**src/pkg/divsync_pkg.sv**
```systemverilog
// Shared constants and types for the divider sync control block
package divsync_pkg;
   localparam int ADDR_W = 13;
   localparam int INSTR_BITS = 16;
   localparam int FRAME_BITS = 24;
   localparam logic [4:0] INSTR_LAST = 5'h0F;
   localparam logic [4:0] FRAME_LAST = 5'h17;
   localparam logic [4:0] FRAME_DONE = 5'h18;

   // Register offsets
   localparam logic [ADDR_W-1:0] OFS_OUT_MODE = 13'h0014;
   localparam logic [ADDR_W-1:0] OFS_CLK_PHASE = 13'h0016;
   localparam logic [ADDR_W-1:0] OFS_SIG_HI = 13'h0025;
   localparam logic [ADDR_W-1:0] OFS_DITHER = 13'h0030;
   localparam logic [ADDR_W-1:0] OFS_SYNC_CTRL = 13'h0100;

   // Values after reset
   localparam logic [7:0] RST_OUT_MODE = 8'h00;
   localparam logic [7:0] RST_CLK_PHASE = 8'h00;
   localparam logic [7:0] RST_DITHER = 8'h00;
   localparam logic [2:0] RST_SYNC_CTRL = 3'h0;

   // Writable bits of each register
   localparam logic [7:0] MASK_OUT_MODE = 8'hF7;
   localparam logic [7:0] MASK_CLK_PHASE = 8'h87;
   localparam logic [7:0] MASK_DITHER = 8'h10;

   // Field positions
   localparam int OUT_TYPE_BIT = 6;
   localparam int OUT_DIS_BIT = 4;
   localparam int DITHER_BIT = 4;
   localparam int PHASE_LSB = 0;
   localparam int PHASE_W = 3;

   localparam int SYNC_STAGES = 3;

   typedef struct packed {
      logic next_only;
      logic div_en;
      logic master_en;
   } sync_ctrl_s;

   typedef struct packed {
      logic sclk;
      logic csb;
      logic sdio;
      logic out_dis;
      logic sync;
   } pins_s;

   // Serial port idle, outputs held off until the pin is seen
   localparam pins_s PINS_IDLE = 5'h0A;
endpackage : divsync_pkg

```
**src/design/divider_align.sv**
```systemverilog
// Integer input clock divider with phase-delayed realignment
`timescale 1ns/1ps
module divider_align
   import divsync_pkg::*;
#(
   parameter int DIV_RATIO = 1
) (
   input wire logic sys_clk,
   input wire logic rst,
   input wire logic align_req,
   input wire logic [PHASE_W-1:0] phase,
   output logic busy,
   output logic align_done,
   output logic div_tick
);
   localparam logic [2:0] DIV_LAST = 3'(DIV_RATIO - 1);

   logic [2:0] div_cnt_ff;
   logic [PHASE_W-1:0] delay_ff;
   logic busy_ff;
   logic done_ff;
   logic tick_ff;
   logic align_now;

   // Code zero aligns at once, each step adds one cycle
   assign align_now = (align_req && !busy_ff && phase == '0) ||
                      (busy_ff && delay_ff == 3'h1); // RL8

   always_ff @(posedge sys_clk) begin
      if (rst) begin
         busy_ff <= 1'b0;
         delay_ff <= '0;
      end else if (align_req && !busy_ff && phase != '0) begin
         busy_ff <= 1'b1;
         delay_ff <= phase; // RL8
      end else if (busy_ff) begin
         delay_ff <= delay_ff - 3'h1;
         busy_ff <= delay_ff != 3'h1;
      end
   end

   always_ff @(posedge sys_clk) begin
      if (rst) begin
         div_cnt_ff <= '0;
      end else if (align_now || div_cnt_ff == DIV_LAST) begin
         div_cnt_ff <= '0;
      end else begin
         div_cnt_ff <= div_cnt_ff + 3'h1;
      end
   end

   always_ff @(posedge sys_clk) begin
      if (rst) begin
         done_ff <= 1'b0;
         tick_ff <= 1'b0;
      end else begin
         done_ff <= align_now;
         tick_ff <= align_now || div_cnt_ff == DIV_LAST;
      end
   end

   assign busy = busy_ff;
   assign align_done = done_ff;
   assign div_tick = tick_ff;

   a_phase_load: assert property (@(posedge sys_clk) disable iff (rst)
      align_req && !busy_ff && phase != '0 |=>
      busy_ff && delay_ff == $past(phase)) // RL8
      else $error("phase delay not loaded");

   a_phase_align: assert property (@(posedge sys_clk) disable iff (rst)
      busy_ff && delay_ff == 3'h1 |=> div_cnt_ff == '0 && done_ff) // RL8
      else $error("divider not realigned after delay");
endmodule : divider_align

```
**src/design/divider_sync_control.sv**
```systemverilog
// Serial register port, sync gating and output control of the converter
// Notes on behaviour
// RL1: With master and divider sync enabled, next-only mode aligns to the first sync pulse and ignores later ones.
// RL2: In next-only mode the divider sync enable clears itself once alignment completes.
// RL3: Divider sync enable with master enable passes every sync pulse to realign the divider; here a pulse while div_busy is high is dropped.
// RL4: With master sync enable low every sync function is ignored; the host keeps it low when unused.
// RL5: After power-up the output type is CMOS until a register write changes it.
// RL6: The host selects LVDS outputs only by programming the output type register.
// RL7: Data outputs are disabled while the output disable pin is high.
// RL8: The phase field delays the divider alignment by zero to seven input clock cycles.
// RL9: The sync pin is synchronised and only its rising edge makes one alignment event.
`timescale 1ns/1ps
module divider_sync_control
   import divsync_pkg::*;
#(
   parameter int DIV_RATIO = 1
) (
   input wire logic sys_clk,
   input wire logic rst,
   input wire logic sclk_pin,
   input wire logic csb_pin,
   input wire logic sdio_in,
   output logic sdio_out,
   output logic sdio_oe,
   input wire logic output_disable_pin,
   input wire logic sync_pin,
   input wire logic [7:0] self_test_sig_hi,
   output logic output_type_lvds,
   output logic outputs_enable,
   output logic dither_enable,
   output logic div_tick,
   output logic align_done
);
   pins_s pin_raw;
   pins_s sync1_ff;
   pins_s sync2_ff;
   pins_s sync3_ff;
   pins_s pin_ff;
   pins_s pin_prev_ff;
   logic sclk_rise;
   logic sclk_fall;
   logic sync_rise;

   logic [4:0] bit_cnt_ff;
   logic [FRAME_BITS-2:0] shift_ff;
   logic [FRAME_BITS-2:0] nxt_shift;
   logic rd_ff;
   logic [ADDR_W-1:0] addr_ff;
   logic [7:0] rd_shift_ff;
   logic sdio_out_ff;
   logic sdio_oe_ff;
   logic wr_strobe;
   logic [7:0] wr_data;

   logic [7:0] out_mode_ff;
   logic [7:0] clk_phase_ff;
   logic [7:0] dither_ff;
   sync_ctrl_s sync_ctrl_ff;
   logic outputs_enable_ff;

   logic align_req;
   logic div_busy;
   logic align_done_w;

   function automatic logic hit(input logic [ADDR_W-1:0] a,
                                input logic [ADDR_W-1:0] ofs);
      hit = a == ofs;
   endfunction : hit

   // Three stages per pin; a change counts once stages two and three agree
   assign pin_raw = {sclk_pin, csb_pin, sdio_in, output_disable_pin,
                     sync_pin};

   always_ff @(posedge sys_clk) begin
      if (rst) begin
         sync1_ff <= PINS_IDLE;
         sync2_ff <= PINS_IDLE;
         sync3_ff <= PINS_IDLE;
      end else begin
         sync1_ff <= pin_raw;
         sync2_ff <= sync1_ff;
         sync3_ff <= sync2_ff;
      end
   end

   always_ff @(posedge sys_clk) begin
      if (rst) begin
         pin_ff <= PINS_IDLE;
         pin_prev_ff <= PINS_IDLE;
      end else begin
         pin_ff <= (sync2_ff & sync3_ff) | (pin_ff & (sync2_ff ^ sync3_ff));
         pin_prev_ff <= pin_ff;
      end
   end

   assign sclk_rise = pin_ff.sclk && !pin_prev_ff.sclk && !pin_ff.csb;
   assign sclk_fall = !pin_ff.sclk && pin_prev_ff.sclk && !pin_ff.csb;
   assign sync_rise = pin_ff.sync && !pin_prev_ff.sync; // RL9

   // Serial frame: 16-bit instruction, then one data byte, MSB first
   assign nxt_shift = {shift_ff[FRAME_BITS-3:0], pin_ff.sdio};
   assign wr_data = nxt_shift[7:0];
   assign wr_strobe = sclk_rise && bit_cnt_ff == FRAME_LAST && !rd_ff;

   always_ff @(posedge sys_clk) begin
      if (rst || pin_ff.csb) begin
         bit_cnt_ff <= '0;
         shift_ff <= '0;
      end else if (sclk_rise && bit_cnt_ff != FRAME_DONE) begin
         bit_cnt_ff <= bit_cnt_ff + 5'h01;
         shift_ff <= nxt_shift;
      end
   end

   always_ff @(posedge sys_clk) begin
      if (rst) begin
         rd_ff <= 1'b0;
         addr_ff <= '0;
      end else if (sclk_rise && bit_cnt_ff == INSTR_LAST) begin
         rd_ff <= nxt_shift[INSTR_BITS-1];
         addr_ff <= nxt_shift[ADDR_W-1:0];
      end
   end

   // Read data shifts out on falling edges after the instruction
   always_ff @(posedge sys_clk) begin
      if (rst || pin_ff.csb) begin
         rd_shift_ff <= '0;
         sdio_out_ff <= 1'b0;
         sdio_oe_ff <= 1'b0;
      end else if (sclk_rise && bit_cnt_ff == INSTR_LAST) begin
         rd_shift_ff <= reg_read(nxt_shift[ADDR_W-1:0]);
      end else if (sclk_fall && rd_ff && bit_cnt_ff >= 5'(INSTR_BITS)) begin
         sdio_out_ff <= rd_shift_ff[7];
         rd_shift_ff <= {rd_shift_ff[6:0], 1'b0};
         sdio_oe_ff <= 1'b1;
      end
   end

   function automatic logic [7:0] reg_read(input logic [ADDR_W-1:0] a);
      reg_read = 8'h00;
      if (hit(a, OFS_OUT_MODE)) begin
         reg_read = out_mode_ff;
      end else if (hit(a, OFS_CLK_PHASE)) begin
         reg_read = clk_phase_ff;
      end else if (hit(a, OFS_SIG_HI)) begin
         reg_read = self_test_sig_hi;
      end else if (hit(a, OFS_DITHER)) begin
         reg_read = dither_ff;
      end else if (hit(a, OFS_SYNC_CTRL)) begin
         reg_read = {5'h00, sync_ctrl_ff};
      end
   endfunction : reg_read

   // Power-up selects CMOS; LVDS only through a register write
   always_ff @(posedge sys_clk) begin
      if (rst) begin
         out_mode_ff <= RST_OUT_MODE; // RL5
         clk_phase_ff <= RST_CLK_PHASE;
         dither_ff <= RST_DITHER;
      end else if (wr_strobe) begin
         if (hit(addr_ff, OFS_OUT_MODE)) begin
            out_mode_ff <= wr_data & MASK_OUT_MODE; // RL6
         end
         if (hit(addr_ff, OFS_CLK_PHASE)) begin
            clk_phase_ff <= wr_data & MASK_CLK_PHASE;
         end
         if (hit(addr_ff, OFS_DITHER)) begin
            dither_ff <= wr_data & MASK_DITHER;
         end
      end
   end

   // Software write wins over the self-clear in the same cycle
   always_ff @(posedge sys_clk) begin
      if (rst) begin
         sync_ctrl_ff <= RST_SYNC_CTRL;
      end else if (wr_strobe && hit(addr_ff, OFS_SYNC_CTRL)) begin
         sync_ctrl_ff <= wr_data[2:0];
      end else if (align_done_w && sync_ctrl_ff.next_only) begin
         sync_ctrl_ff.div_en <= 1'b0; // RL2
      end
   end

   // Busy and done windows block pulses before the self-clear lands
   assign align_req = sync_rise && sync_ctrl_ff.master_en && // RL4
                      sync_ctrl_ff.div_en && // RL3
                      !(sync_ctrl_ff.next_only &&
                        (div_busy || align_done_w)); // RL1

   divider_align #(
      .DIV_RATIO(DIV_RATIO)
   ) u_divider (
      .sys_clk(sys_clk),
      .rst(rst),
      .align_req(align_req),
      .phase(clk_phase_ff[PHASE_LSB +: PHASE_W]),
      .busy(div_busy),
      .align_done(align_done_w),
      .div_tick(div_tick)
   );

   always_ff @(posedge sys_clk) begin
      if (rst) begin
         outputs_enable_ff <= 1'b0;
      end else begin
         outputs_enable_ff <= !pin_ff.out_dis &&
                              !out_mode_ff[OUT_DIS_BIT]; // RL7
      end
   end

   assign output_type_lvds = out_mode_ff[OUT_TYPE_BIT];
   assign dither_enable = dither_ff[DITHER_BIT];
   assign outputs_enable = outputs_enable_ff;
   assign align_done = align_done_w;
   assign sdio_out = sdio_out_ff;
   assign sdio_oe = sdio_oe_ff;

   a_cmos_default: assert property (@(posedge sys_clk)
      rst |=> !output_type_lvds) // RL5
      else $error("output type not CMOS after reset");

   a_lvds_by_write: assert property (@(posedge sys_clk) disable iff (rst)
      $rose(output_type_lvds) |-> $past(wr_strobe) &&
      $past(hit(addr_ff, OFS_OUT_MODE))) // RL6
      else $error("output type changed without a write");

   a_master_gate: assert property (@(posedge sys_clk) disable iff (rst)
      !sync_ctrl_ff.master_en |-> !align_req) // RL4
      else $error("sync acted with master enable low");

   a_cont_mode: assert property (@(posedge sys_clk) disable iff (rst)
      sync_rise && sync_ctrl_ff.master_en && sync_ctrl_ff.div_en &&
      !sync_ctrl_ff.next_only && !div_busy |-> align_req ##1 align_done_w
      or align_req ##[1:8] align_done_w) // RL3
      else $error("sync pulse did not realign divider");

   a_sync_once: assert property (@(posedge sys_clk) disable iff (rst)
      align_req |=> !align_req [*2]) // RL9
      else $error("one sync edge made two events");

   a_next_clear: assert property (@(posedge sys_clk) disable iff (rst)
      align_done_w && sync_ctrl_ff.next_only &&
      !(wr_strobe && hit(addr_ff, OFS_SYNC_CTRL))
      |=> !sync_ctrl_ff.div_en) // RL2
      else $error("divider sync enable not self-cleared");

   a_next_ignore: assert property (@(posedge sys_clk) disable iff (rst)
      sync_ctrl_ff.next_only && align_req |=>
      !align_req throughout (div_busy or align_done_w)) // RL1
      else $error("later sync pulse accepted in next-only mode");

   a_out_disable: assert property (@(posedge sys_clk) disable iff (rst)
      pin_ff.out_dis |=> !outputs_enable) // RL7
      else $error("outputs enabled while disable pin high");
endmodule : divider_sync_control

```
**config.mk**
```make
export PLATFORM = sky130hd
export DESIGN_NAME = divider_sync_control
export DESIGN_NICKNAME = d
export VERILOG_FILES = /design/src/pkg/divsync_pkg.sv /design/src/design/divider_align.sv /design/src/design/divider_sync_control.sv
export SDC_FILE = /design/constraint.sdc
export NUM_CORES = 1
export LEC_CHECK = 0
export ABC_AREA = 1
export ABC_CLOCK_PERIOD_IN_PS = 1860
export BUFFER_PORTS_ARGS = -buffer_cell sky130_fd_sc_hd__buf_2
export CAP_MARGIN = 20
export CORE_MARGIN = 5
export CORE_UTILIZATION = 40
export CTS_CLUSTER_DIAMETER = 30
export DETAILED_ROUTE_END_ITERATION = 8
export PLACE_DENSITY = 0.68
export SETUP_SLACK_MARGIN = 0.1
export SYNTH_ARGS = -nofsm -noshare
export SYNTH_HDL_FRONTEND = slang
export SYNTH_SLANG_ARGS = --single-unit
```
**constraint.sdc**
```tcl
create_clock -name sys_clk -period 1.86 [get_ports sys_clk]
set_input_delay 0.186 -clock sys_clk [delete_from_list [all_inputs] [get_ports sys_clk]]
set_output_delay 0.186 -clock sys_clk [all_outputs]
set_load 0.01 [all_outputs]
```
# After elaboration in Yosys (flattened, before gate mapping)
# Index checks and enable logic that the tools add are counted.
[op_classes]
n_reduce_logical = 46
eq_ne = 14
bitwise_logic = 5
mux = 13
order_cmp = 1
addsub = 3
[op_table]
columns = ["cell", "n"]
rows = [
  ["$eq A13 B5 Y1 const B", 4],
  ["$mux W8", 5],
  ["$eq A13 B6 Y1 const B", 3],
  ["$eq A13 B9 Y1 const B", 2],
  ["$logic_and A1 B1 Y1", 22],
  ["$and A5 B5 Y5", 2],
  ["$logic_not A1 Y1", 9],
  ["$mux W3", 3],
  ["$reduce_and A2 Y1", 4],
  ["$logic_not A3 Y1", 2],
  ["$reduce_bool A2 Y1", 3],
  ["$add A5 B1 Y5 const B", 1],
  ["$eq A5 B4 Y1 const B", 1],
  ["$eq A5 B5 Y1 const B", 1],
  ["$ge A5 B5 Y1 const B", 1],
  ["$mux W5", 1],
  ["$ne A5 B5 Y1 const B", 1],
  ["$or A5 B5 Y5", 1],
  ["$xor A5 B5 Y5", 1],
  ["$logic_or A1 B1 Y1", 4],
  ["$mux W1", 4],
  ["$add A3 B1 Y3 const B", 1],
  ["$eq A3 B1 Y1 const B", 1],
  ["$ne A3 B1 Y1 const B", 1],
  ["other kinds (4)", 4],
]
[totals]
regBits = 91
input_bits = 15
wordCells = 123

# Depth between registers and ports, before layout
# Gate-level depths: netlist of run 1.
[depth]
depth_word = 10
depth_mapped = 11
mapped_depth_nobuf = 11

# Hierarchy
# A second synthesis of run 1 with hierarchy kept.
[unflattened]
hier_cells = 521
hier_area_um2 = 4040.1
[by_module_without_submodules]
columns = ["module", "area_per_inst_um2", "seq_area_each_um2", "cells_each", "n_inst"]
rows = [
  ["divider_sync_control", 3543.4, 1641.6, 456, 1],
  ["divider_align", 496.7, 180.2, 65, 1],
]

# Worst setup path before layout of run 1
# Ideal clock, no wire load.
[synth_path]
path_kind = "register to register"
startpoint = "register bit_cnt_ff[0]"
endpoint = "register addr_ff[6]"
setup_ns = 0.119
synth_period_minus_slack_ns = 1.630
n_path_buf = 2
stages_incl_launch_ff = 10
t_arrival_ns = 1.511
setup_slack_ns = 0.230
path_cell_list = "dfxtp_1 ha_1 inv_1 nor3_1 ha_1 inv_1 nor2_4 buf_4 buf_2 a21oi_1"
[synth_via]
elab_chain_len = 2
[synth_rtl]
columns = ["item", "line_no", "source"]
rows = [
  ["start: declaration", "divider_sync_control.sv:44", "logic [4:0] bit_cnt_ff;"],
  ["start signal: assignment", "divider_sync_control.sv:110", "bit_cnt_ff <= bit_cnt_ff + 5'h01;"],
  ["$eq A5 B4 Y1", "divider_sync_control.sv:119", "end else if (sclk_rise && bit_cnt_ff == INSTR_LAST) begin"],
  ["$logic_and A1 B1 Y1", "divider_sync_control.sv:119", ""],
  ["end signal: assignment", "divider_sync_control.sv:121", "addr_ff <= nxt_shift[ADDR_W-1:0];"],
  ["end: declaration", "divider_sync_control.sv:48", "logic [ADDR_W-1:0] addr_ff;"],
]
# No other way between the ends.
# A chain may end at the register's enable or synchronous reset.

# Worst setup path in the final report of run 1
[layout_path]
startpoint = "register bit_cnt_ff[0]"
endpoint = "register rd_shift_ff[6]"
[layout_via]
elab_chain_len = 3
[layout_rtl]
columns = ["item", "line_no", "source"]
rows = [
  ["$ge A5 B5 Y1 / $eq A5 B4 Y1 (equally long branches)", "divider_sync_control.sv:133, divider_sync_control.sv:131", ""],
  ["$logic_and A1 B1 Y1, on equally long branches", "divider_sync_control.sv:133, divider_sync_control.sv:131", ""],
  ["$reduce_bool A2 Y1 (no line) / $mux W8 (equally long branches)", "-", ""],
  ["end signal: assignment", "divider_sync_control.sv:132", "rd_shift_ff <= reg_read(nxt_shift[ADDR_W-1:0]);"],
  ["end signal: assignment", "divider_sync_control.sv:135", "rd_shift_ff <= {rd_shift_ff[6:0], 1'b0};"],
  ["end: declaration", "divider_sync_control.sv:49", "logic [7:0] rd_shift_ff;"],
]
# Parallel ways exist; a longest one is shown, timed or not.

==> impl_results.md, run 1 <==
* Most frequent cell after synthesis: dfxtp_1
* Core area at about 0.0097 mm²
* RSZ-0062 raised after global routing: yes
* Final Routed Wirelength at about 8600 µm
* Layout cells sized above 1 at between 15 and 20%
* Slowest cell delay on critical path at about 0.37 ns
* GRT Util Overall at approximately 15%
* Synth top cells by count: dfxtp_1 (91), inv_1 (75), nor2_1 (65), nand2_1 (63), a21oi_1 (61)
* Die width at 109.2 µm
* Fillers at about 970
* Synth area leader: dfxtp_1
* Critical path class: reg2reg
* Sequential cell area at between 0.0015 and 0.002 mm²
* Synth unique cells at 35
* Clock Pin Slew Worst Setup and Hold Paths at 0.10 ns
* Type of the worst min-delay path: in2reg
* Vias per cell at 4.893
* Yosys warning count at 0
* DRC at 0
* Max Slew Vio Count at 0
* Endpoints failing setup at 0
* Number of global-route vias before repair at roughly 3200
* Wire per inst at between 10 and 15 µm
* Multi-input logic area at 0.001753 mm²
* Vias at about 3400
* Minimum clock period after layout at between 1.5 and 2 ns
* Post-synthesis simple-gate area fraction at a little under a quarter
* CTS tree: built
* Post-synthesis mux area share at 0%
* RePlAce Congestion at approximately 0.9
* Post-synthesis xor/xnor area fraction at less than 1%
* Reg-to-reg slack, setup at 0.17 ns
* Clk Latency, worst-skew pair at ~0.36 ns
* CTS Buf Count at 9
* Synthesis-to-finish area growth at 14.44%
* HPWL after DPL at approximately 6200 µm
* Required time worst endpoint at about 2.2 ns
* Fin crit share at 91.06%
* Synth Flop Type: dfxtp_1
* Overflow after GRT at 0
* Largest net degree at the start of global routing at 34
* Critical-path cell list: ha_4 -> inv_1 -> nor3_2 -> ha_1 -> inv_1 -> nor2_4 -> buf_6 -> buf_6 -> nor2_1 -> nor2_1 -> nand2_1 -> a21oi_1
* CP arrival at 1.99 ns
* H-tree depth at 3
* Die area at 0.01191 mm²
* EDFF count, synth at 0
* Tot Pwr at between 3 and 4 mW
* Ys async rst share at 0%
* Post-synthesis adder-cell area fraction at under 10%
* CP Capture Type: flip-flop
* Slowest cell on crit path: dfxtp_2
* Starting Density at roughly two fifths
* Top-area cell type share of the netlist area at roughly 46%
* Register area share after synthesis at between 40% and 50%
* Relative slew slack at between 60% and 70%
* Avg Cell Area, Syn at approximately 7.5 µm²
* Cells after Synth at 522
* Syn Nets at approximately 550
* Final Skew at about 0.014 ns
* Leak Pwr at ~1.8 nW
* IO Pins at 22
* Delay-heaviest family, CP: simple AND/OR/NAND/NOR gates
* Initial drt markers at 167
* Die Span Y at about 110 µm
* MaxCap Viol Count at 0
* Floorplan row count at 36
* CTS max path bufs at 2
* Worst slew pin tran at around 0.52 ns
* Fmax achieved at ~0.59 GHz
* Status: finished clean
* Power Density at ~740 mW/mm²
* Worst Path Buf+Inv at 4
* Hold slack at between 0.01 and 0.015 ns
* Main combinational cell family by area after synthesis: simple AND/OR/NAND/NOR gates
* VDD IR max at roughly 0.00035 V
* CTS sink count at between 90 and 100
* Initial antenna violation count at 0
* Ant. Diodes at 0
* FF+latch count, synth at between 90 and 100
* Element type at the critical path start: flip-flop
* Area contributors post-synth: dfxtp_1 (46%), a21oi_1 (7.8%), inv_1 (7.2%)
* First-pass GRT wire length at 14410 µm
* Final hold violations at 0
* Area of the mapped netlist at between 0.003 and 0.004 mm²
* Root buffer cell: clkbuf_8
* Nets at 578
* Port bufs at 21
* DR pass1 iterations at 5
* Post-route ant nets at 0
* Post-synthesis compound-gate area fraction at about 15%
* Final TNS setup at 0 ns
* Crit-path max FO at 6
-- report_power, final --
part / total (mW) / internal (mW) / switching (mW)
registers: 1.97 / 1.96 / 0.00594
logic: 0.0782 / 0.0336 / 0.0446
clock network: 1.28 / 0.519 / 0.764
total: 3.33 / 2.52 / 0.815
-- final cells by class --
cell class | instances | share of cell area, %
Inverter | 82 | 6.895
Tap cell | 133 | 3.698
Clock buffer | 9 | 2.752
Sequential cell | 91 | 40.56
Timing Repair Buffer | 34 | 5.727
Clock inverter | 7 | 1.418
Multi-Input combinational cell | 333 | 38.95
-- tightest hold or removal path: cells and delay by family --
kind                   cells  cell delay (ns)
buffers and inverters      2             0.10
AND/OR/NAND/NOR            1             0.06
-- flip-flops by register name (all words and copies together) (netlist names), 4 cells and up --
signal and flops:
sync1_ff 5, sync3_ff 5, sync2_ff 5, bit_cnt_ff 5, rd_shift_ff 8, out_mode_ff 7, shift_ff 15, addr_ff 13
pin_ff 4, clk_phase_ff 4
-- repair_timing --
action / in CTS / in global routing
cloned: 0 / 2
hold endpoints to repair: 2 / 0
endpoints found under the setup margin: 5 / 23
pin swaps: 1 / 2
gates resized for setup: 3 / 9
buffers inserted: 0 / 4
hold buffers: 2 / 0
-- cells in the final DEF, fill, tap and decap left out, types with 6 or more instances in the layout --
cell,n
nor2_1,65
o21ai_0,48
inv_1,75
buf_2,21
nand3_1,29
nand4_1,9
buf_4,6
ha_1,11
nor3_1,7
nand2_1,63
clkbuf_8,9
dfxtp_1,88
inv_2,6
or2_2,6
a21oi_1,61
nor2_4,6
-- metrics by stage --
step | setup WS [ns] | instances | area, µm² | util (%)
floorplan | 0.2299 | 522 | 3933 | -
global placement | 0.1379 | 665 | 4168 | 43.04
detailed placement | 0.06785 | 665 | 4168 | 43.04
CTS | 0.1120 | 683 | 4380 | 45.23
global route | 0.04248 | 689 | 4501 | 46.47
finish | 0.1663 | 689 | 4501 | 46.47
-- cell families after synthesis --
family	count (synthesis)
simple gates	199
buf+inv	99
xor+xnor	3
flops	91
fa+ha+maj	12
compound gates	118
-- path summary, 6_finish.rpt --
check / to / from / depth (start not counted)
worst max-delay path: rd_shift_ff[6] / bit_cnt_ff[0] / 12
worst min-delay path: sync1_ff[0] / sync_pin / 3
worst max register to register: rd_shift_ff[6] / bit_cnt_ff[0] / 12
worst min register to register: sync2_ff[2] / sync1_ff[2] / 2
-- per-layer routing --
metal  GRT usage, %  vias up  share of wire, %
li1               -     1741                 -
met1          19.62     1503                47
met2          24.30      113                44
met3          4.381       14               6.2
met4          6.492        0               2.3
met5              0        -                 0
Power figures use the tool's default switching activity.
==> inputs of run 2 (changes only) <==
--- a/config.mk
+++ b/config.mk
@@ -6,7 +6,7 @@
 export NUM_CORES = 1
 export LEC_CHECK = 0
 export ABC_AREA = 1
-export ABC_CLOCK_PERIOD_IN_PS = 1860
+export ABC_CLOCK_PERIOD_IN_PS = 1800
 export BUFFER_PORTS_ARGS = -buffer_cell sky130_fd_sc_hd__buf_2
 export CAP_MARGIN = 20
 export CORE_MARGIN = 5
==> constraint.sdc (replaced) <==
create_clock -name sys_clk -period 1.8 [get_ports sys_clk]
set_input_delay 0.18 -clock sys_clk [delete_from_list [all_inputs] [get_ports sys_clk]]
set_output_delay 0.18 -clock sys_clk [all_outputs]
set_load 0.01 [all_outputs]
==> run 2 against run 1 <==
Hold slack improved by 0.0057 ns. Combinational power increased by 8.2%. Highest routed layer unchanged. Routed wire length increased by 3.8%.
==> impl_results.md, run 2 (synthesized netlist as in run 1, its figures left out) <==
* CTS sink count at 91 (unchanged)
* Minimum clock period after layout at 1.705 ns (was 1.694 ns)
* HPWL after DPL at 6177 µm (was 6172 µm)
* Max Slew Vio Count at 0 (unchanged)
* Leak Pwr at 1.878 nW (was 1.809 nW)
* Fillers at 920 (was 968)
* IO Pins at 22 (unchanged)
* Most common cell after layout, fill and taps aside: dfxtp_1 (unchanged)
* Multi-input logic area at 0.001780 mm² (was 0.001753 mm²)
* Crit-path max FO at 7 (was 6)
* Power Density at 763.3 mW/mm² (was 740.0 mW/mm²)
* Starting Density at 40.61% (unchanged)
* Core area at 0.009684 mm² (unchanged)
* GRT Util Overall at 15.91% (was 15.38%)
* Initial antenna violation count at 0 (unchanged)
* Fin crit share at 94.71% (was 91.06%)
* Status: finished clean (unchanged)
* Clk Latency, worst-skew pair at 0.37 ns (was 0.36 ns)
* Final hold violations at 0 (unchanged)
* CTS Buf Count at 9 (unchanged)
* Final Routed Wirelength at 8925 µm (was 8600 µm)
* Required time worst endpoint at 2.10 ns (was 2.16 ns)
* M1 wire length at 4181 µm (was 4078 µm)
* Die Span Y at 109.2 µm (unchanged)
* Relative slew slack at 69.52% (was 65.36%)
* DP Area at 0.004168 mm² (unchanged)
* CTS tree: built (unchanged)
* Largest registers: shift_ff x15, addr_ff x13, rd_shift_ff x8 (unchanged)
* Post-route ant nets at 0 (unchanged)
* VDD IR max at 0.0003867 V (was 0.0003537 V)
* MaxCap Viol Count at 0 (unchanged)
* DRC at 0 (unchanged)
* Die area at 0.01191 mm² (unchanged)
* CTS max path bufs at 2 (unchanged)
* CP Capture Type: flip-flop (unchanged)
* Sequential cell area at 0.001826 mm² (unchanged)
* Endpoints failing setup at 0 (unchanged)
* Clock Pin Slew Worst Setup and Hold Paths at 0.10 ns (about the same)
* Worst slew pin tran at 0.4547 ns (was 0.5167 ns)
* Type of the worst min-delay path: in2reg (unchanged)
* Die width at 109.2 µm (unchanged)
* Critical path class: reg2reg (unchanged)
* Fin util at 48.33% (was 46.47%)
* RePlAce Congestion at 0.8929 (was 0.9033)
* Root buffer cell: clkbuf_8 (unchanged)
* Fmax achieved at 0.5866 GHz (was 0.5904 GHz)
* Element type at the critical path start: flip-flop (unchanged)
* Commonest cells after routing, fill and taps aside: dfxtp_1 (88), inv_1 (73), nor2_1 (64) (was dfxtp_1 (88), inv_1 (75), nor2_1 (65))
* Initial drt markers at 213 (was 167)
* Top sig layer: met4 (unchanged)
* First-pass GRT wire length at 15010 µm (was 14410 µm)
* Met3 wire len at 487 µm (was 531 µm)
* Synthesis-to-finish area growth at 19.03% (was 14.44%)
* H-tree depth at 3 (unchanged)
* Layout cells sized above 1 at 17.70% (was 15.29%)
* Max FFs per register at 15 (unchanged)
* Largest net degree at the start of global routing at 34 (unchanged)
* Vias per cell at 4.930 (was 4.893)
* CP arrival at 2.01 ns (was 1.99 ns)
* Wire per inst at 12.79 µm (was 12.48 µm)
* Number of global-route vias before repair at 3280 (was 3178)
* Final Instance Area at 0.004681 mm² (was 0.004501 mm²)
* Vias at 3441 (was 3371)
* Ant. Diodes at 0 (unchanged)
* Overflow after GRT at 0 (unchanged)
* Port bufs at 21 (unchanged)
* Floorplan row count at 36 (unchanged)
* Final Skew at 0.01391 ns (was 0.01369 ns)
* Tot Pwr at 3.573 mW (was 3.330 mW)
* Largest Register: shift_ff (unchanged)
* Detail Route met2 WL at 3981 µm (was 3789 µm)
* RSZ-0062 raised after global routing: yes (unchanged)
* DR pass1 iterations at 6 (was 5)
* Nets at 587 (was 578)
run 2: path summary, 6_finish.rpt:
path | end | cells after the start | slack [ns] | startpoint
worst max-delay path | rd_shift_ff[6] | 12 | 0.1 | bit_cnt_ff[0]
worst min register to register | sync2_ff[0] | 2 | 0.41 | sync1_ff[0]
worst max register to register | rd_shift_ff[6] | 12 | 0.1 | bit_cnt_ff[0]
worst min-delay path | sync1_ff[2] | 3 | 0.02 | sdio_in
run 2: cell type report:
class | instances | share of cell area, %
Sequential cell | 91 | 39.00
Multi-Input combinational cell | 332 | 38.04
Timing Repair Buffer | 44 | 8.340
Inverter | 82 | 6.629
Tap cell | 133 | 3.555
Clock buffer | 9 | 2.646
Clock inverter | 7 | 1.791
run 2: per-stage QoR:
step	setup WS (ns)	hold slack (ns)	cells	TNS (ns)
final	0.09517	0.01745	698	0
after global routing	-0.008896	0.0003688	698	-0.008896
after CTS	0.1029	0.004315	689	0
after detailed placement	0.001233	0.3663	665	0
after global placement	0.08079	0.3628	665	0
after floorplan	0.1699	0.2838	522	0
run 2: report_power, final:
group	internal, mW	switching, mW
clock	0.666	0.787
combinational	0.0377	0.0470
sequential	2.03	0.00618
run 2: repair_timing:
item,4_1_cts,5_1_grt
gates cloned,2,1
hold buffers,4,0
setup endpoints to repair,13,26
buffers inserted,2,8
hold endpoints to repair,4,0
resized for setup,7,23
pin swaps,2,6
run 2: per-layer routing:
| layer | up-vias | GRT usage (%) |
|---|---|---|
| met5 | - | 0 |
| met4 | 0 | 6.763 |
| met3 | 22 | 4.144 |
| met2 | 98 | 25.39 |
| met1 | 1559 | 20.30 |
| li1 | 1762 | - |
run 2: critical path, stage by stage (launching register included):
cell and delay [ns]:
dfxtp_2 0.37, ha_4 0.15, inv_2 0.04, nor3_2 0.11
ha_2 0.20, inv_2 0.04, nor2_4 0.09, buf_12 0.14
nor2_4 0.06, buf_4 0.16, nor2_1 0.10, nand2_1 0.06
a21oi_1 0.13
